`src/sppc_pkg.sv`:
```
// Shared constants and types for the single-pin configuration link
package sppc_pkg;
    // ==========================================================
    // Clock and bit timing
    localparam int CLK_MHZ = 250;
    localparam int BIT_KHZ = 70;
    localparam int BIT_CYC = CLK_MHZ * 1000 / BIT_KHZ;
    localparam int SHORT_CYC = BIT_CYC / 5;
    localparam int LONG_CYC = BIT_CYC * 4 / 5;
    localparam int SAMP_CYC = BIT_CYC / 2;
    localparam int TMO_MS = 16;
    localparam int TMO_CYC_DEF = TMO_MS * CLK_MHZ * 1000;
    localparam int EE_WAIT_MS = 10;
    localparam int EE_WAIT_CYC_DEF = EE_WAIT_MS * CLK_MHZ * 1000;
    localparam int T7_BITS = 3;
    localparam int T7_CYC_DEF =
        (T7_BITS * CLK_MHZ * 1000 + BIT_KHZ - 1) / BIT_KHZ;
    localparam int TMR_W = 22;
    // ==========================================================
    // Framing and command codes
    localparam int ENTRY_BITS = 6;
    localparam int FRAME_BITS = 11;
    localparam int WORD_W = 8;
    localparam int NUM_WORDS = 6;
    localparam int RB_BITS = 59;
    localparam int RB_EDGES = 60;
    localparam logic [5:0] CODE_PROG = 6'h0C;
    localparam logic [5:0] CODE_RB = 6'h3B;
    localparam logic [2:0] SEL_JUMP = 3'h7;
    localparam logic [7:0] JMP_FREE = 8'hF0;
    localparam logic [7:0] JMP_LOCK = 8'h55;
    localparam logic [7:0] WORD_RST = 8'h00;
    localparam int DRV_BIT = 1;
    // ==========================================================
    // State encodings
    typedef enum logic [4:0] {
        ST_NORMAL = 5'h01,
        ST_PROG = 5'h02,
        ST_EE_FREE = 5'h04,
        ST_EE_LOCK = 5'h08,
        ST_READBACK = 5'h10
    } sppc_state_t;
    typedef enum logic [3:0] {
        H_IDLE = 4'h1,
        H_HIGH = 4'h2,
        H_LOW = 4'h4,
        H_GAP = 4'h8
    } sppc_hstate_t;
    localparam logic [1:0] KIND_ENTRY = 2'h0;
    localparam logic [1:0] KIND_FRAME = 2'h1;
    localparam logic [1:0] KIND_READ = 2'h2;
endpackage

```
`src/sppc_link_if.sv`:
```
// Single-pin link wires between the programmer and the device
`timescale 1ns/100ps
interface sppc_link_if;
    logic serial_program_pin;
    logic ce;
    logic fout;
    modport dev (input serial_program_pin, input ce, output fout);
    modport host (output serial_program_pin, output ce, input fout);
endinterface

```
`src/sppc_bit_rx.sv`:
```
// Pulse-width bit decoder with edge and phase time-out detection
`timescale 1ns/100ps
module sppc_bit_rx
    import sppc_pkg::*;
#(
    parameter int TMO_CYC = TMO_CYC_DEF
)
(
    input wire logic clk,
    input wire logic rstn,
    input wire logic pin,
    output logic rise,
    output logic bit_vld,
    output logic bit_val,
    output logic tmo
);
    logic meta_q;
    logic pin_q;
    logic prev_q;
    logic run_q;
    logic [11:0] dly_q;
    logic [TMR_W-1:0] phase_q;
    logic delayed_program_sample;

    // ==========================================================
    // Synchroniser
    always_ff @(posedge clk or negedge rstn)
    begin
        if (!rstn)
        begin
            meta_q <= 1'b0;
            pin_q <= 1'b0;
            prev_q <= 1'b0;
        end
        else
        begin
            meta_q <= pin;
            pin_q <= meta_q;
            prev_q <= pin_q;
        end
    end

    assign rise = pin_q & ~prev_q;

    // ==========================================================
    // Delayed strobe samples the live pin
    // Half a period sits between short and long highs at any legal rate
    assign delayed_program_sample = run_q && dly_q == 12'(SAMP_CYC);
    assign bit_vld = delayed_program_sample;
    assign bit_val = pin_q;

    always_ff @(posedge clk or negedge rstn)
    begin
        if (!rstn)
        begin
            run_q <= 1'b0;
            dly_q <= 12'h000;
        end
        else if (rise)
        begin
            run_q <= 1'b1;
            dly_q <= 12'h001;
        end
        else if (delayed_program_sample)
        begin
            run_q <= 1'b0;
        end
        else if (run_q)
        begin
            dly_q <= dly_q + 12'h001;
        end
    end

    // ==========================================================
    // Per-phase time-out, restarted on every edge
    assign tmo = phase_q == TMR_W'(TMO_CYC - 1);

    always_ff @(posedge clk or negedge rstn)
    begin
        if (!rstn)
            phase_q <= '0;
        else if (pin_q != prev_q)
            phase_q <= '0;
        else if (phase_q != TMR_W'(TMO_CYC))
            phase_q <= phase_q + TMR_W'(1);
    end
endmodule

```
`src/sppc_dev_end.sv`:
```
// Device end: command state machine, word registers, readback
//
// How it works
// - Configuration only enters through the program pin
// - Short high means 0, long high 1
// - Host low phase complements the high phase
// - Host bit rate 60 to 80 kHz
// - Delayed copy strobes the live pin
// - One bit per rising edge; gaps harmless outside normal
// - 001100 in normal enters programming
// - 111011 enters readback, same strict timing
// - Entry phase of 16 ms aborts sequence
// - Selector picks configuration word zero to five
// - Word latched and live after eleventh bit
// - Jump F0 enters unlocked EEPROM programming
// - Jump 55 enters locked EEPROM programming
// - Jump 00 leaves EEPROM programming to normal
// - Other jump codes exit to normal
// - Chip enable ignored in configuration states
// - Host holds enable three periods first
// - Exactly one driver selected, other off
// - Enable low in normal disables both drivers
// - Host waits 10 ms in EEPROM states
// - Readback: load edge puts out bit 0, 59 bits over 60 edges
`timescale 1ns/100ps
module sppc_dev_end
    import sppc_pkg::*;
#(
    parameter int TMO_CYC = TMO_CYC_DEF
)
(
    input wire logic CORE_CLK,
    input wire logic RSTN,
    sppc_link_if.dev LINK,
    input wire logic [RB_BITS-1:0] RB_IMAGE,
    output logic [NUM_WORDS*WORD_W-1:0] CFG_WORDS,
    output logic [4:0] STATE,
    output logic POWER_ON,
    output logic PECL_EN,
    output logic LVDS_EN
);
    sppc_state_t state_q;
    sppc_state_t state_d;
    logic rise;
    logic bit_vld;
    logic bit_val;
    logic tmo;
    logic ce_meta_q;
    logic ce_q;
    logic [FRAME_BITS-1:0] frame_q;
    logic [FRAME_BITS-1:0] frame_d;
    logic [3:0] cnt_q;
    logic entry_done;
    logic frame_done;
    logic is_jump;
    logic [WORD_W-1:0] words_q [NUM_WORDS];
    logic [RB_BITS-1:0] rb_sh_q;
    logic [5:0] rb_cnt_q;
    logic fout_q;
    logic pwr_d;

    // First selector bit on the pin is the word index's low bit
    function automatic logic [2:0] sel_idx(input logic [2:0] s);
        sel_idx = {s[0], s[1], s[2]};
    endfunction

    // ==========================================================
    // Bit decoder
    sppc_bit_rx #(
        .TMO_CYC(TMO_CYC)
    ) u_rx (
        .clk(CORE_CLK),
        .rstn(RSTN),
        .pin(LINK.serial_program_pin),
        .rise(rise),
        .bit_vld(bit_vld),
        .bit_val(bit_val),
        .tmo(tmo)
    );

    // ==========================================================
    // Enable synchroniser
    always_ff @(posedge CORE_CLK or negedge RSTN)
    begin
        if (!RSTN)
        begin
            ce_meta_q <= 1'b0;
            ce_q <= 1'b0;
        end
        else
        begin
            ce_meta_q <= LINK.ce;
            ce_q <= ce_meta_q;
        end
    end

    // ==========================================================
    // Command decode
    assign frame_d = {frame_q[FRAME_BITS-2:0], bit_val};
    assign entry_done = state_q == ST_NORMAL && bit_vld
        && cnt_q == 4'(ENTRY_BITS - 1);
    assign frame_done = (state_q == ST_PROG || state_q == ST_EE_FREE
        || state_q == ST_EE_LOCK) && bit_vld
        && cnt_q == 4'(FRAME_BITS - 1);
    assign is_jump = frame_d[FRAME_BITS-1:WORD_W] == SEL_JUMP;

    always_comb
    begin
        state_d = state_q;
        unique case (state_q)
            ST_NORMAL:
            begin
                if (entry_done && frame_d[5:0] == CODE_PROG)
                    state_d = ST_PROG;
                else if (entry_done && frame_d[5:0] == CODE_RB)
                    state_d = ST_READBACK;
            end
            ST_PROG:
            begin
                if (frame_done && is_jump)
                begin
                    if (frame_d[WORD_W-1:0] == JMP_FREE)
                        state_d = ST_EE_FREE;
                    else if (frame_d[WORD_W-1:0] == JMP_LOCK)
                        state_d = ST_EE_LOCK;
                    else
                        state_d = ST_NORMAL;
                end
            end
            ST_EE_FREE, ST_EE_LOCK:
            begin
                // Exit code and any other jump both land in normal
                if (frame_done && is_jump)
                    state_d = ST_NORMAL;
            end
            ST_READBACK:
            begin
                if (rise && rb_cnt_q == 6'(RB_EDGES - 1))
                    state_d = ST_NORMAL;
            end
        endcase
    end

    always_ff @(posedge CORE_CLK or negedge RSTN)
    begin
        if (!RSTN)
            state_q <= ST_NORMAL;
        else
            state_q <= state_d;
    end

    // ==========================================================
    // Bit shifter and counter
    always_ff @(posedge CORE_CLK or negedge RSTN)
    begin
        if (!RSTN)
        begin
            frame_q <= '0;
            cnt_q <= 4'h0;
        end
        else if (state_d != state_q || entry_done || frame_done)
        begin
            frame_q <= '0;
            cnt_q <= 4'h0;
        end
        else if (state_q == ST_NORMAL && tmo)
        begin
            // Stalled entry sequence starts over from its first bit
            cnt_q <= 4'h0;
        end
        else if (bit_vld)
        begin
            frame_q <= frame_d;
            cnt_q <= cnt_q + 4'h1;
        end
    end

    // ==========================================================
    // Configuration words, live as soon as latched
    always_ff @(posedge CORE_CLK or negedge RSTN)
    begin
        if (!RSTN)
        begin
            for (int i = 0; i < NUM_WORDS; i++)
                words_q[i] <= WORD_RST;
        end
        else if (state_q == ST_PROG && frame_done && !is_jump)
        begin
            for (int i = 0; i < NUM_WORDS; i++)
            begin
                if (sel_idx(frame_d[FRAME_BITS-1:WORD_W]) == 3'(i))
                    words_q[i] <= frame_d[WORD_W-1:0];
            end
        end
    end

    always_comb
    begin
        for (int i = 0; i < NUM_WORDS; i++)
            CFG_WORDS[i*WORD_W +: WORD_W] = words_q[i];
    end

    // ==========================================================
    // Readback shifter, pin acts as shift clock
    always_ff @(posedge CORE_CLK or negedge RSTN)
    begin
        if (!RSTN)
        begin
            rb_sh_q <= '0;
            rb_cnt_q <= 6'h00;
            fout_q <= 1'b0;
        end
        else if (state_q != ST_READBACK)
        begin
            rb_cnt_q <= 6'h00;
            fout_q <= 1'b0;
        end
        else if (rise)
        begin
            rb_cnt_q <= rb_cnt_q + 6'h01;
            if (rb_cnt_q == 6'h00)
            begin
                rb_sh_q <= RB_IMAGE;
                fout_q <= RB_IMAGE[0];
            end
            else
            begin
                rb_sh_q <= {1'b0, rb_sh_q[RB_BITS-1:1]};
                fout_q <= rb_sh_q[1];
            end
        end
    end

    assign LINK.fout = fout_q;

    // ==========================================================
    // Power and driver select
    // Enable only counts in normal; config states stay powered
    assign pwr_d = state_q != ST_NORMAL || ce_q;

    always_ff @(posedge CORE_CLK or negedge RSTN)
    begin
        if (!RSTN)
        begin
            POWER_ON <= 1'b0;
            PECL_EN <= 1'b0;
            LVDS_EN <= 1'b0;
        end
        else
        begin
            POWER_ON <= pwr_d;
            PECL_EN <= pwr_d && words_q[0][DRV_BIT];
            LVDS_EN <= pwr_d && !words_q[0][DRV_BIT];
        end
    end

    assign STATE = state_q;
endmodule

```
`src/flat_wrapper.sv`:
```
// flat-port wrapper written by rule: the top's interface ports become plain ports
module sppc_dev_end_flat import sppc_pkg::*;
#(
    parameter int TMO_CYC = TMO_CYC_DEF
)
  (CORE_CLK, RSTN, RB_IMAGE, CFG_WORDS, STATE, POWER_ON, PECL_EN, LVDS_EN, LINK_serial_program_pin, LINK_ce, LINK_fout);
  sppc_link_if LINK_i ();
  input wire logic CORE_CLK;
  input wire logic RSTN;
  input wire logic [RB_BITS-1:0] RB_IMAGE;
  output logic [NUM_WORDS*WORD_W-1:0] CFG_WORDS;
  output logic [4:0] STATE;
  output logic POWER_ON;
  output logic PECL_EN;
  output logic LVDS_EN;
  input wire logic [$bits(LINK_i.serial_program_pin)-1:0] LINK_serial_program_pin;
  input wire logic [$bits(LINK_i.ce)-1:0] LINK_ce;
  output wire logic [$bits(LINK_i.fout)-1:0] LINK_fout;
  assign LINK_i.serial_program_pin = LINK_serial_program_pin;
  assign LINK_i.ce = LINK_ce;
  assign LINK_fout = LINK_i.fout;
  sppc_dev_end #(.TMO_CYC(TMO_CYC)) u_core (.CORE_CLK(CORE_CLK), .RSTN(RSTN), .LINK(LINK_i), .RB_IMAGE(RB_IMAGE), .CFG_WORDS(CFG_WORDS), .STATE(STATE), .POWER_ON(POWER_ON), .PECL_EN(PECL_EN), .LVDS_EN(LVDS_EN));
endmodule
```
`config.mk`:
```
export PLATFORM = sky130hd
export DESIGN_NAME = sppc_dev_end_flat
export DESIGN_NICKNAME = d
export VERILOG_FILES = /design/src/sppc_pkg.sv /design/src/sppc_link_if.sv /design/src/sppc_bit_rx.sv /design/src/sppc_dev_end.sv /design/src/flat_wrapper.sv
export SDC_FILE = /design/constraint.sdc
export NUM_CORES = 1
export LEC_CHECK = 0
export BUFFER_PORTS_ARGS = -buffer_cell sky130_fd_sc_hd__clkbuf_2
export CELL_PAD_IN_SITES_DETAIL_PLACEMENT = 1
export CELL_PAD_IN_SITES_GLOBAL_PLACEMENT = 1
export CORE_MARGIN = 1
export CORE_UTILIZATION = 40
export CTS_CLUSTER_SIZE = 24
export DETAILED_ROUTE_END_ITERATION = 16
export PLACE_DENSITY = 0.78
export SETUP_SLACK_MARGIN = 0.15
export SLEW_MARGIN = 20
export SYNTH_ARGS = -nofsm -noshare
export SYNTH_HDL_FRONTEND = slang
export SYNTH_HIERARCHICAL = 1
export SYNTH_SLANG_ARGS = --single-unit
```
`constraint.sdc`:
```
create_clock -name CORE_CLK -period 2.9 [get_ports CORE_CLK]
set_input_delay 0 -clock CORE_CLK [delete_from_list [all_inputs] [get_ports CORE_CLK]]
set_output_delay 0 -clock CORE_CLK [all_outputs]
set_load 0.005 [all_outputs]
```
# --- After elaboration in Yosys (flattened, before gate mapping) ---
# Cells that the tools add are included.
word_totals:
  regBits: 176
  n_memories: 0
  input_bits: 63
  latch_bits: 0
  ramBits: 0
  wordCells: 123
  romBits: 0
op_classes:
  eq_ne: 27
  n_lt_le_gt_ge: 0
  multipliers: 0
  n_addsub: 4
  div: 0
  mux: 27
  bitwise: 3
  shift: 0
  n_reduce_logical: 39
op_table:
  columns: ["cell", "n"]
  rows:
  - ["$mux 59", 1]
  - ["$mux 22", 2]
  - ["$mux 12", 3]
  - ["$mux 10", 3]
  - ["$mux 5", 6]
  - ["$add 22x1->22 const B", 1]
  - ["$eq 22x22->1 const B", 1]
  - ["$ne 22x22->1 const B", 1]
  - ["$pmux 5 s4", 1]
  - ["$reduce_and 2->1", 9]
  - ["$mux 4", 4]
  - ["$logic_and 1x1->1", 14]
  - ["$add 12x1->12 const B", 1]
  - ["$eq 12x11->1 const B", 1]
  - ["$eq 6x6->1 const B", 2]
  - ["$mux 6", 2]
  - ["$reduce_bool 2->1", 5]
  - ["$eq 3x3->1 const B", 3]
  - ["$eq 8x7->1 const B", 1]
  - ["$eq 8x8->1 const B", 1]
  - ["$add 6x1->6 const B", 1]
  - ["$eq 3x2->1 const B", 2]
  - ["$eq 6x4->1 const B", 1]
  - ["$logic_not 6->1", 1]
  - ["22 further kinds", 33]

# --- Logic depth before layout (Yosys ltp) ---
# Gate-level depths: netlist (run 1).
logic_depth:
  depth_word: 13
  depth_mapped: 11
  ltp_nobuf: 10

# --- Modules after synthesis ---
# The synthesis (run 1) kept the hierarchy.
by_module_without_submodules:
  columns: ["mod", "instances", "cells_per_inst", "area_each_um2"]
  rows:
  - ["sppc_dev_end", 1, 528, 6119.6]
  - ["sppc_bit_rx", 1, 203, 1984.4]

# --- Worst setup path before layout (run 1) ---
# No wires, ideal clock.
synth_path:
  path_kind: "reg-to-reg"
  start: "reg u_core.u_rx.dly_q[8]"
  end: "reg u_core.words_q (netlist bit u_core/CFG_WORDS[32])"
  stages_incl_launch_ff: 10
  n_path_buf: 1
  t_arrival_ps: 2347
  required_ps: 2775
  setup_slack_ps: 428
  path_cell_list: "dfrtp_1 nor4b_1 nand2_1 nor2_1 and2_1 buf_2 nand4b_1 nor4_2 nand3b_1 mux2_2"
synth_between:
  elab_chain_cells: 7
synth_rtl:
  columns: ["item", "line", "rtl"]
  rows:
  - ["from (decl)", "sppc_bit_rx.sv:21", "logic [11:0] dly_q;"]
  - ["from (signal assigned)", "sppc_bit_rx.sv:70", "dly_q <= dly_q + 12'h001;"]
  - ["$eq 12x11->1", "sppc_bit_rx.sv:48", "assign delayed_program_sample = run_q && dly_q == 12'(SAMP_CYC);"]
  - ["$logic_and 1x1->1", "sppc_bit_rx.sv:48", null]
  - ["named net u_core.bit_vld", "sppc_dev_end.sv:45", "logic bit_vld;"]
  - ["$logic_and 1x1->1", "sppc_dev_end.sv:103", "|| state_q == ST_EE_LOCK) && bit_vld"]
  - ["$logic_and 1x1->1", "sppc_dev_end.sv:104", "&& cnt_q == 4'(FRAME_BITS - 1);"]
  - ["$logic_and 1x1->1 (2 in a row)", "sppc_dev_end.sv:187", "else if (state_q == ST_PROG && frame_done && !is_jump)"]
  - ["$reduce_and 2->1 (no source line)", null, null]
  - ["to (signal, indexed assignment)", "sppc_dev_end.sv:192", "words_q[i] <= frame_d[WORD_W-1:0];"]
  - ["to (decl)", "sppc_dev_end.sv:56", "logic [WORD_W-1:0] words_q [NUM_WORDS];"]
# The timed path passes the listed nets, and every way through them passes these cells.
# A chain may end at the register's enable or synchronous reset.

# --- Final worst setup path (run 1) ---
layout_path:
  start: "reg u_core.u_rx.dly_q[8]"
  end: "reg u_core.words_q (netlist bit u_core/CFG_WORDS[4])"
# The elaborated chain is that of the path after synthesis.

==> impl_metrics.json, run 1 <==
{
  "period_share_pct": 88.81,
  "die_w_um": 144.3,
  "cts_tree": "yes",
  "drt-met1-wl_um": 9504,
  "cts_max_path_buffers": 2,
  "drv_slew": 0,
  "cp-end-kind": "flip-flop",
  "drt_iter0_markers": 352,
  "setup_violations": 0,
  "path_class": "flip-flop to flip-flop",
  "fin_setup_tns_ps": 0,
  "place_congestion": 0.7861,
  "period_needed_ps": 2575,
  "utilization_pct": 52.06,
  "critical_path.max_fanout": 8,
  "drcViolationCount": 0,
  "top_layer": "met4",
  "cp-start-kind": "flip-flop",
  "cts.clk_slew.worst_paths_ps": 70,
  "syn_inst": 731,
  "coreArea_mm2": 0.01965,
  "synthArstFlopShare_pct": 100.0,
  "initial_utilization_pct": 41.23,
  "final.setup.worst_slack_ps": 324.5,
  "fmax_mhz": 388.3,
  "cap_violations": 0,
  "die_h_um": 144.3,
  "postRouteAntennaNets": 0,
  "timing.hold.ws_ps": 120.2,
  "grt_max_degree": 117,
  "portBuffers": 119,
  "grt_use_total_pct": 22.63,
  "cp.arrival_ps": 2890,
  "maxSlewHeadroom_pct": 32.19,
  "hold_class": "input port to async pin",
  "synth_area_leaders": "dfrtp_1, mux2i_1, mux2_2, o21ai_0, nand2_1",
  "p_leak_nw": 5.270,
  "grt_overflow": 0,
  "vias_per_cell": 5.261,
  "place_area_mm2": 0.008970,
  "yosys.area.top_type": "dfrtp_1",
  "skew_ps": 21.55,
  "fp.dieArea_mm2": 0.02083,
  "cts_made_buffers": 17,
  "grt_antenna_before_repair": 0,
  "ys_types": 60,
  "hold_violations": 0,
  "final_cell_mix": "dfrtp_1, clkbuf_2, nand2_1",
  "area_delta_synth_final_pct": 26.26,
  "dp_hpwl_um": 13160,
  "synth_area_mm2": 0.008104,
  "grt_pass1_wl_um": 36060,
  "clk_latency_ps": 440,
  "diodes": 0,
  "synth_edf_count": 0,
  "num_vias": 6224,
  "worst_slew_pin_slew_ps": 1017,
  "ys.flop_type": "dfrtp_1",
  "routed_wl_um": 22400,
  "wl_per_cell_um": 18.93,
  "clock-root-buffer": "clkbuf_16",
  "nNetsFinal": 978,
  "firstDrtPassIters": 4,
  "synth_top_cell_area_share_pct": 53.73,
  "rsz0062_at_grt": "no",
  "power_density_mw_per_mm2": 500.7,
  "final_common_cell": "dfrtp_1",
  "ios": 120,
  "required_ps": 3210,
  "fin_area_mm2": 0.01023,
  "clock_sinks": 175,
  "place_ws_ps": 115.8,
  "ir_worst_vdd_mv": 0.4189,
  "h-tree-depth": 4,
  "synth-warning-count": 6,
  "drive_gt1_share_pct": 26.69,
  "syn_nets": 804,
  "wl_met3_um": 710,
  "synth-seq-cells": 175,
  "avgSynthCellArea_um2": 11.09,
  "grt_pass1_vias": 6740,
  "run_status": "complete, no violations",
  "std_cell_rows": 51,
  "ys_seq_area_share_pct": 54.05,
  "wl_met2_um": 11760
}
worst max-delay path: stages, from the launching register on:
cell and delay [ps]:
dfrtp_1 430, nor4b_2 340, nand2_1 90, nor2_1 130, and2_1 170, nand4b_1 100, buf_4 180, nor4_4 390
buf_4 180, nand2_2 140, mux2_2 330
final timing paths:
kind | from | endpoint | slack [ps] | depth (start not counted)
setup / recovery | u_core/u_rx/dly_q[8]$_DFFE_PN0P_ | u_core/CFG_WORDS[4]$_DFFE_PN0P_ | 320 | 10
setup reg to reg | u_core/u_rx/dly_q[8]$_DFFE_PN0P_ | u_core/CFG_WORDS[4]$_DFFE_PN0P_ | 320 | 10
hold / removal | RSTN | u_core/rb_sh_q[43]$_DFFE_PN0P_ | 120 | 2
max in group asynchronous | RSTN | u_core/CFG_WORDS[21]$_DFFE_PN0P_ | 1870 | 3
min in group CORE_CLK | LINK_ce | u_core/ce_meta_q$_DFF_PN0_ | 240 | 2
hold reg to reg | u_core/ce_meta_q$_DFF_PN0_ | u_core/ce_q$_DFF_PN0_ | 360 | 0
metrics by stage:
stage / std cells / power, mW
finish: 1183 / 5.123
global route: 1183 / 5.298
CTS: 1180 / 5.171
detailed placement: 1086 / 2.816
global placement: 1086 / 2.807
floorplan: 731 / 2.675
metal layers:
layer  GRT usage, %  vias up
met5              0        -
met4          7.701        0
met3          4.106       35
met2          39.27      116
met1          28.29     3161
li1               -     2912
state kept, by name, summed over array words and instances (netlist names):
name                 count
u_core/LINK.fout         1
u_core/LVDS_EN           1
u_core/ce_q              1
u_core/u_rx/run_q        1
u_core/u_rx/bit_val      1
u_core/u_rx/meta_q       1
u_core/u_rx/dly_q       12
u_core/STATE             5
u_core/ce_meta_q         1
u_core/rb_cnt_q          6
u_core/CFG_WORDS        48
u_core/cnt_q             4
u_core/rb_sh_q          58
u_core/POWER_ON          1
u_core/u_rx/prev_q       1
u_core/u_rx/phase_q     22
u_core/frame_q          10
u_core/PECL_EN           1
report_power, final:
group          internal [mW]  switching [mW]
registers               2.47          0.0373
logic                  0.161           0.174
clock network           1.16            1.12
total                   3.79            1.33
area by class of cell:
| type | count | area [µm²] |
|---|---|---|
| flip-flops and latches | 175 | 4380 |
| inverters | 18 | 67.56 |
| repair buffers | 196 | 1360 |
| clock inverters | 15 | 158.9 |
| well taps | 265 | 331.6 |
| fillers | 2181 | 9422 |
| clock buffers | 17 | 425.4 |
| multi-input cells | 497 | 3508 |
kinds of logic after synthesis:
family | after synthesis | share of synthesized area [%]
compound gates | 115 | 7.890
flops | 175 | 54.05
buf+inv | 59 | 3.180
mux | 118 | 15.32
simple gates | 229 | 15.32
fa+ha+maj | 10 | 1.544
xor+xnor | 25 | 2.702
timing repair:
action / CTS / global route
buffers inserted: 0 / 3
resized for setup: 1 / 6
hold buffers: 62 / 0
hold endpoints to repair: 121 / 0
pin swaps: 0 / 2
endpoints found under the setup margin: 35 / 62
cells in the mapped netlist (6+ instances only):
library cell / number
o21ai_0: 74
mux2_2: 48
xor2_1: 20
mux2i_1: 70
nand2_1: 84
nand3_1: 15
nand4_1: 11
a21oi_1: 21
nor3b_2: 7
and2_1: 6
inv_1: 18
nor2_1: 35
or3_1: 9
clkbuf_1: 30
ha_1: 10
dfrtp_1: 174
nor3_1: 10
Power figures use the tool's default switching activity.
==> run 2, diff against run 1 <==
--- a/config.mk
+++ b/config.mk
@@ -13,6 +13,7 @@
 export CTS_CLUSTER_SIZE = 24
 export DETAILED_ROUTE_END_ITERATION = 16
 export PLACE_DENSITY = 0.78
+export REMOVE_ABC_BUFFERS = 1
 export SETUP_SLACK_MARGIN = 0.15
 export SLEW_MARGIN = 20
 export SYNTH_ARGS = -nofsm -noshare
==> impl_metrics.json, run 2 (synthesized netlist as in run 1, its figures left out) <==
{
  "cap_violations": 0,
  "grt_antenna_before_repair": 0,
  "drv_slew": 0,
  "cts_made_buffers": 17,
  "diodes": 0,
  "worst_slew_pin_slew_ps": 1042,
  "crit_path_cell_trace": "nor4b_2, nand2_1, nor2_1, and2_1, nand4b_1, nor4_4, nand3_2, mux2_2",
  "placed_cells_incl_taps": 1087,
  "final_common_cell": "dfrtp_1",
  "initial_utilization_pct": 41.23,
  "clock-root-buffer": "clkbuf_16",
  "final.setup.worst_slack_ps": 312.8,
  "place_area_mm2": 0.008982,
  "dp_hpwl_um": 13060,
  "power_density_mw_per_mm2": 491.1,
  "required_ps": 3210,
  "fmax_mhz": 386.5,
  "path_class": "flip-flop to flip-flop",
  "ios": 120,
  "die_w_um": 144.3,
  "cp-end-kind": "flip-flop",
  "grt_overflow": 0,
  "grt_pass1_wl_um": 35900,
  "drcViolationCount": 0,
  "cts_max_path_buffers": 2,
  "die_h_um": 144.3,
  "skew_ps": 11.68,
  "routed_wl_um": 22170,
  "setup_violations": 0,
  "firstDrtPassIters": 4,
  "cts.clk_slew.worst_paths_ps": 60,
  "fin_area_mm2": 0.01018,
  "clk_latency_ps": 430,
  "cp-start-kind": "flip-flop",
  "max_stage_delay_ps": 430,
  "clock_sinks": 175,
  "run_status": "complete, no violations",
  "coreArea_mm2": 0.01965,
  "wl_per_cell_um": 18.80,
  "portBuffers": 119,
  "slowest_stage": "dfrtp_1",
  "grt_max_degree": 117,
  "instances_no_fill": 1179,
  "hold_class": "input port to flip-flop",
  "p_leak_nw": 5.242,
  "place_congestion": 0.7287,
  "area_delta_synth_final_pct": 25.60,
  "postRouteAntennaNets": 0,
  "ir_worst_vdd_mv": 0.4421,
  "critical_path.max_fanout": 8,
  "std_cell_rows": 51,
  "cp.arrival_ps": 2900,
  "num_vias": 6154,
  "final_cell_mix": "dfrtp_1, clkbuf_2, nand2_1",
  "largest_reg_flops": 58,
  "rsz0062_at_grt": "no",
  "grt_use_total_pct": 22.63,
  "drive_gt1_share_pct": 26.37,
  "nNetsFinal": 976,
  "p_total_mw": 4.999,
  "period_share_pct": 89.21,
  "maxSlewHeadroom_pct": 30.56,
  "vias_per_cell": 5.220,
  "cts_tree": "yes",
  "grt_pass1_vias": 6801,
  "fp.dieArea_mm2": 0.02083,
  "hold_violations": 0,
  "h-tree-depth": 4,
  "drt_iter0_markers": 330,
  "top_register": "u_core/rb_sh_q",
  "place_ws_ps": 152.6,
  "period_needed_ps": 2587
}
[run 2: through the flow]
stage / hold WS, ps / utilization (%) / TNS [ps]
after floorplan: -295.6 / - / -16540
after global placement: 67.24 / 45.70 / 0
after detailed placement: 73.23 / 45.70 / 0
after CTS: 31.72 / 51.59 / 0
after global routing: 34.09 / 51.79 / 0
final: 22.11 / 51.79 / 0
[run 2: final cells by class]
| class | instances | area, µm² |
|---|---|---|
| Fill cell | 2172 | 9475 |
| Inverter | 18 | 67.56 |
| Multi-Input combinational cell | 497 | 3518 |
| Clock inverter | 10 | 91.34 |
| Timing Repair Buffer | 194 | 1343 |
| Tap cell | 265 | 331.6 |
| Sequential cell | 175 | 4380 |
| Clock buffer | 20 | 446.7 |
[run 2: metal layers]
layer  wire [µm]  GRT usage, %  vias up
met3         676         4.503       27
met2       11590         40.33      105
met4         323         6.870        0
met5           0             0        -
li1            -             -     2904
met1        9580         27.41     3118
[run 2: path summary, 6_finish.rpt]
path	start	end	slack, ps	depth (start not counted)
worst min register to register	u_core/ce_meta_q$_DFF_PN0_	u_core/ce_q$_DFF_PN0_	350	0
worst min-delay path	RB_IMAGE[0]	u_core/LINK.fout$_DFFE_PN0P_	20	3
worst max-delay path	u_core/u_rx/dly_q[8]$_DFFE_PN0P_	u_core/CFG_WORDS[44]$_DFFE_PN0P_	310	8
max in group asynchronous	RSTN	u_core/CFG_WORDS[23]$_DFFE_PN0P_	1900	3
min in group asynchronous	RSTN	u_core/rb_sh_q[21]$_DFFE_PN0P_	180	2
worst max register to register	u_core/u_rx/dly_q[8]$_DFFE_PN0P_	u_core/CFG_WORDS[44]$_DFFE_PN0P_	310	8
[run 2: critical path: cells and delay by family, from the launching register on]
kind	cells	cell delay [ps]
and+or+nand+nor	7	1680
DFF	1	430
muxes	1	350
[run 2: report_power, final]
part / switching (mW) / internal [mW] / leakage [nW]
sequential: 0.0386 / 2.47 / 2.10
combinational: 0.176 / 0.163 / 2.89
clock: 0.954 / 1.19 / 0.250
total: 1.17 / 3.83 / 5.24
[run 2: timing repair]
item | in CTS | in global routing
setup endpoints to repair | 17 | 62
gates resized for setup | 0 | 8
hold endpoints to repair | 127 | 0
hold buffers | 61 | 0
setup buffers | 1 | 0
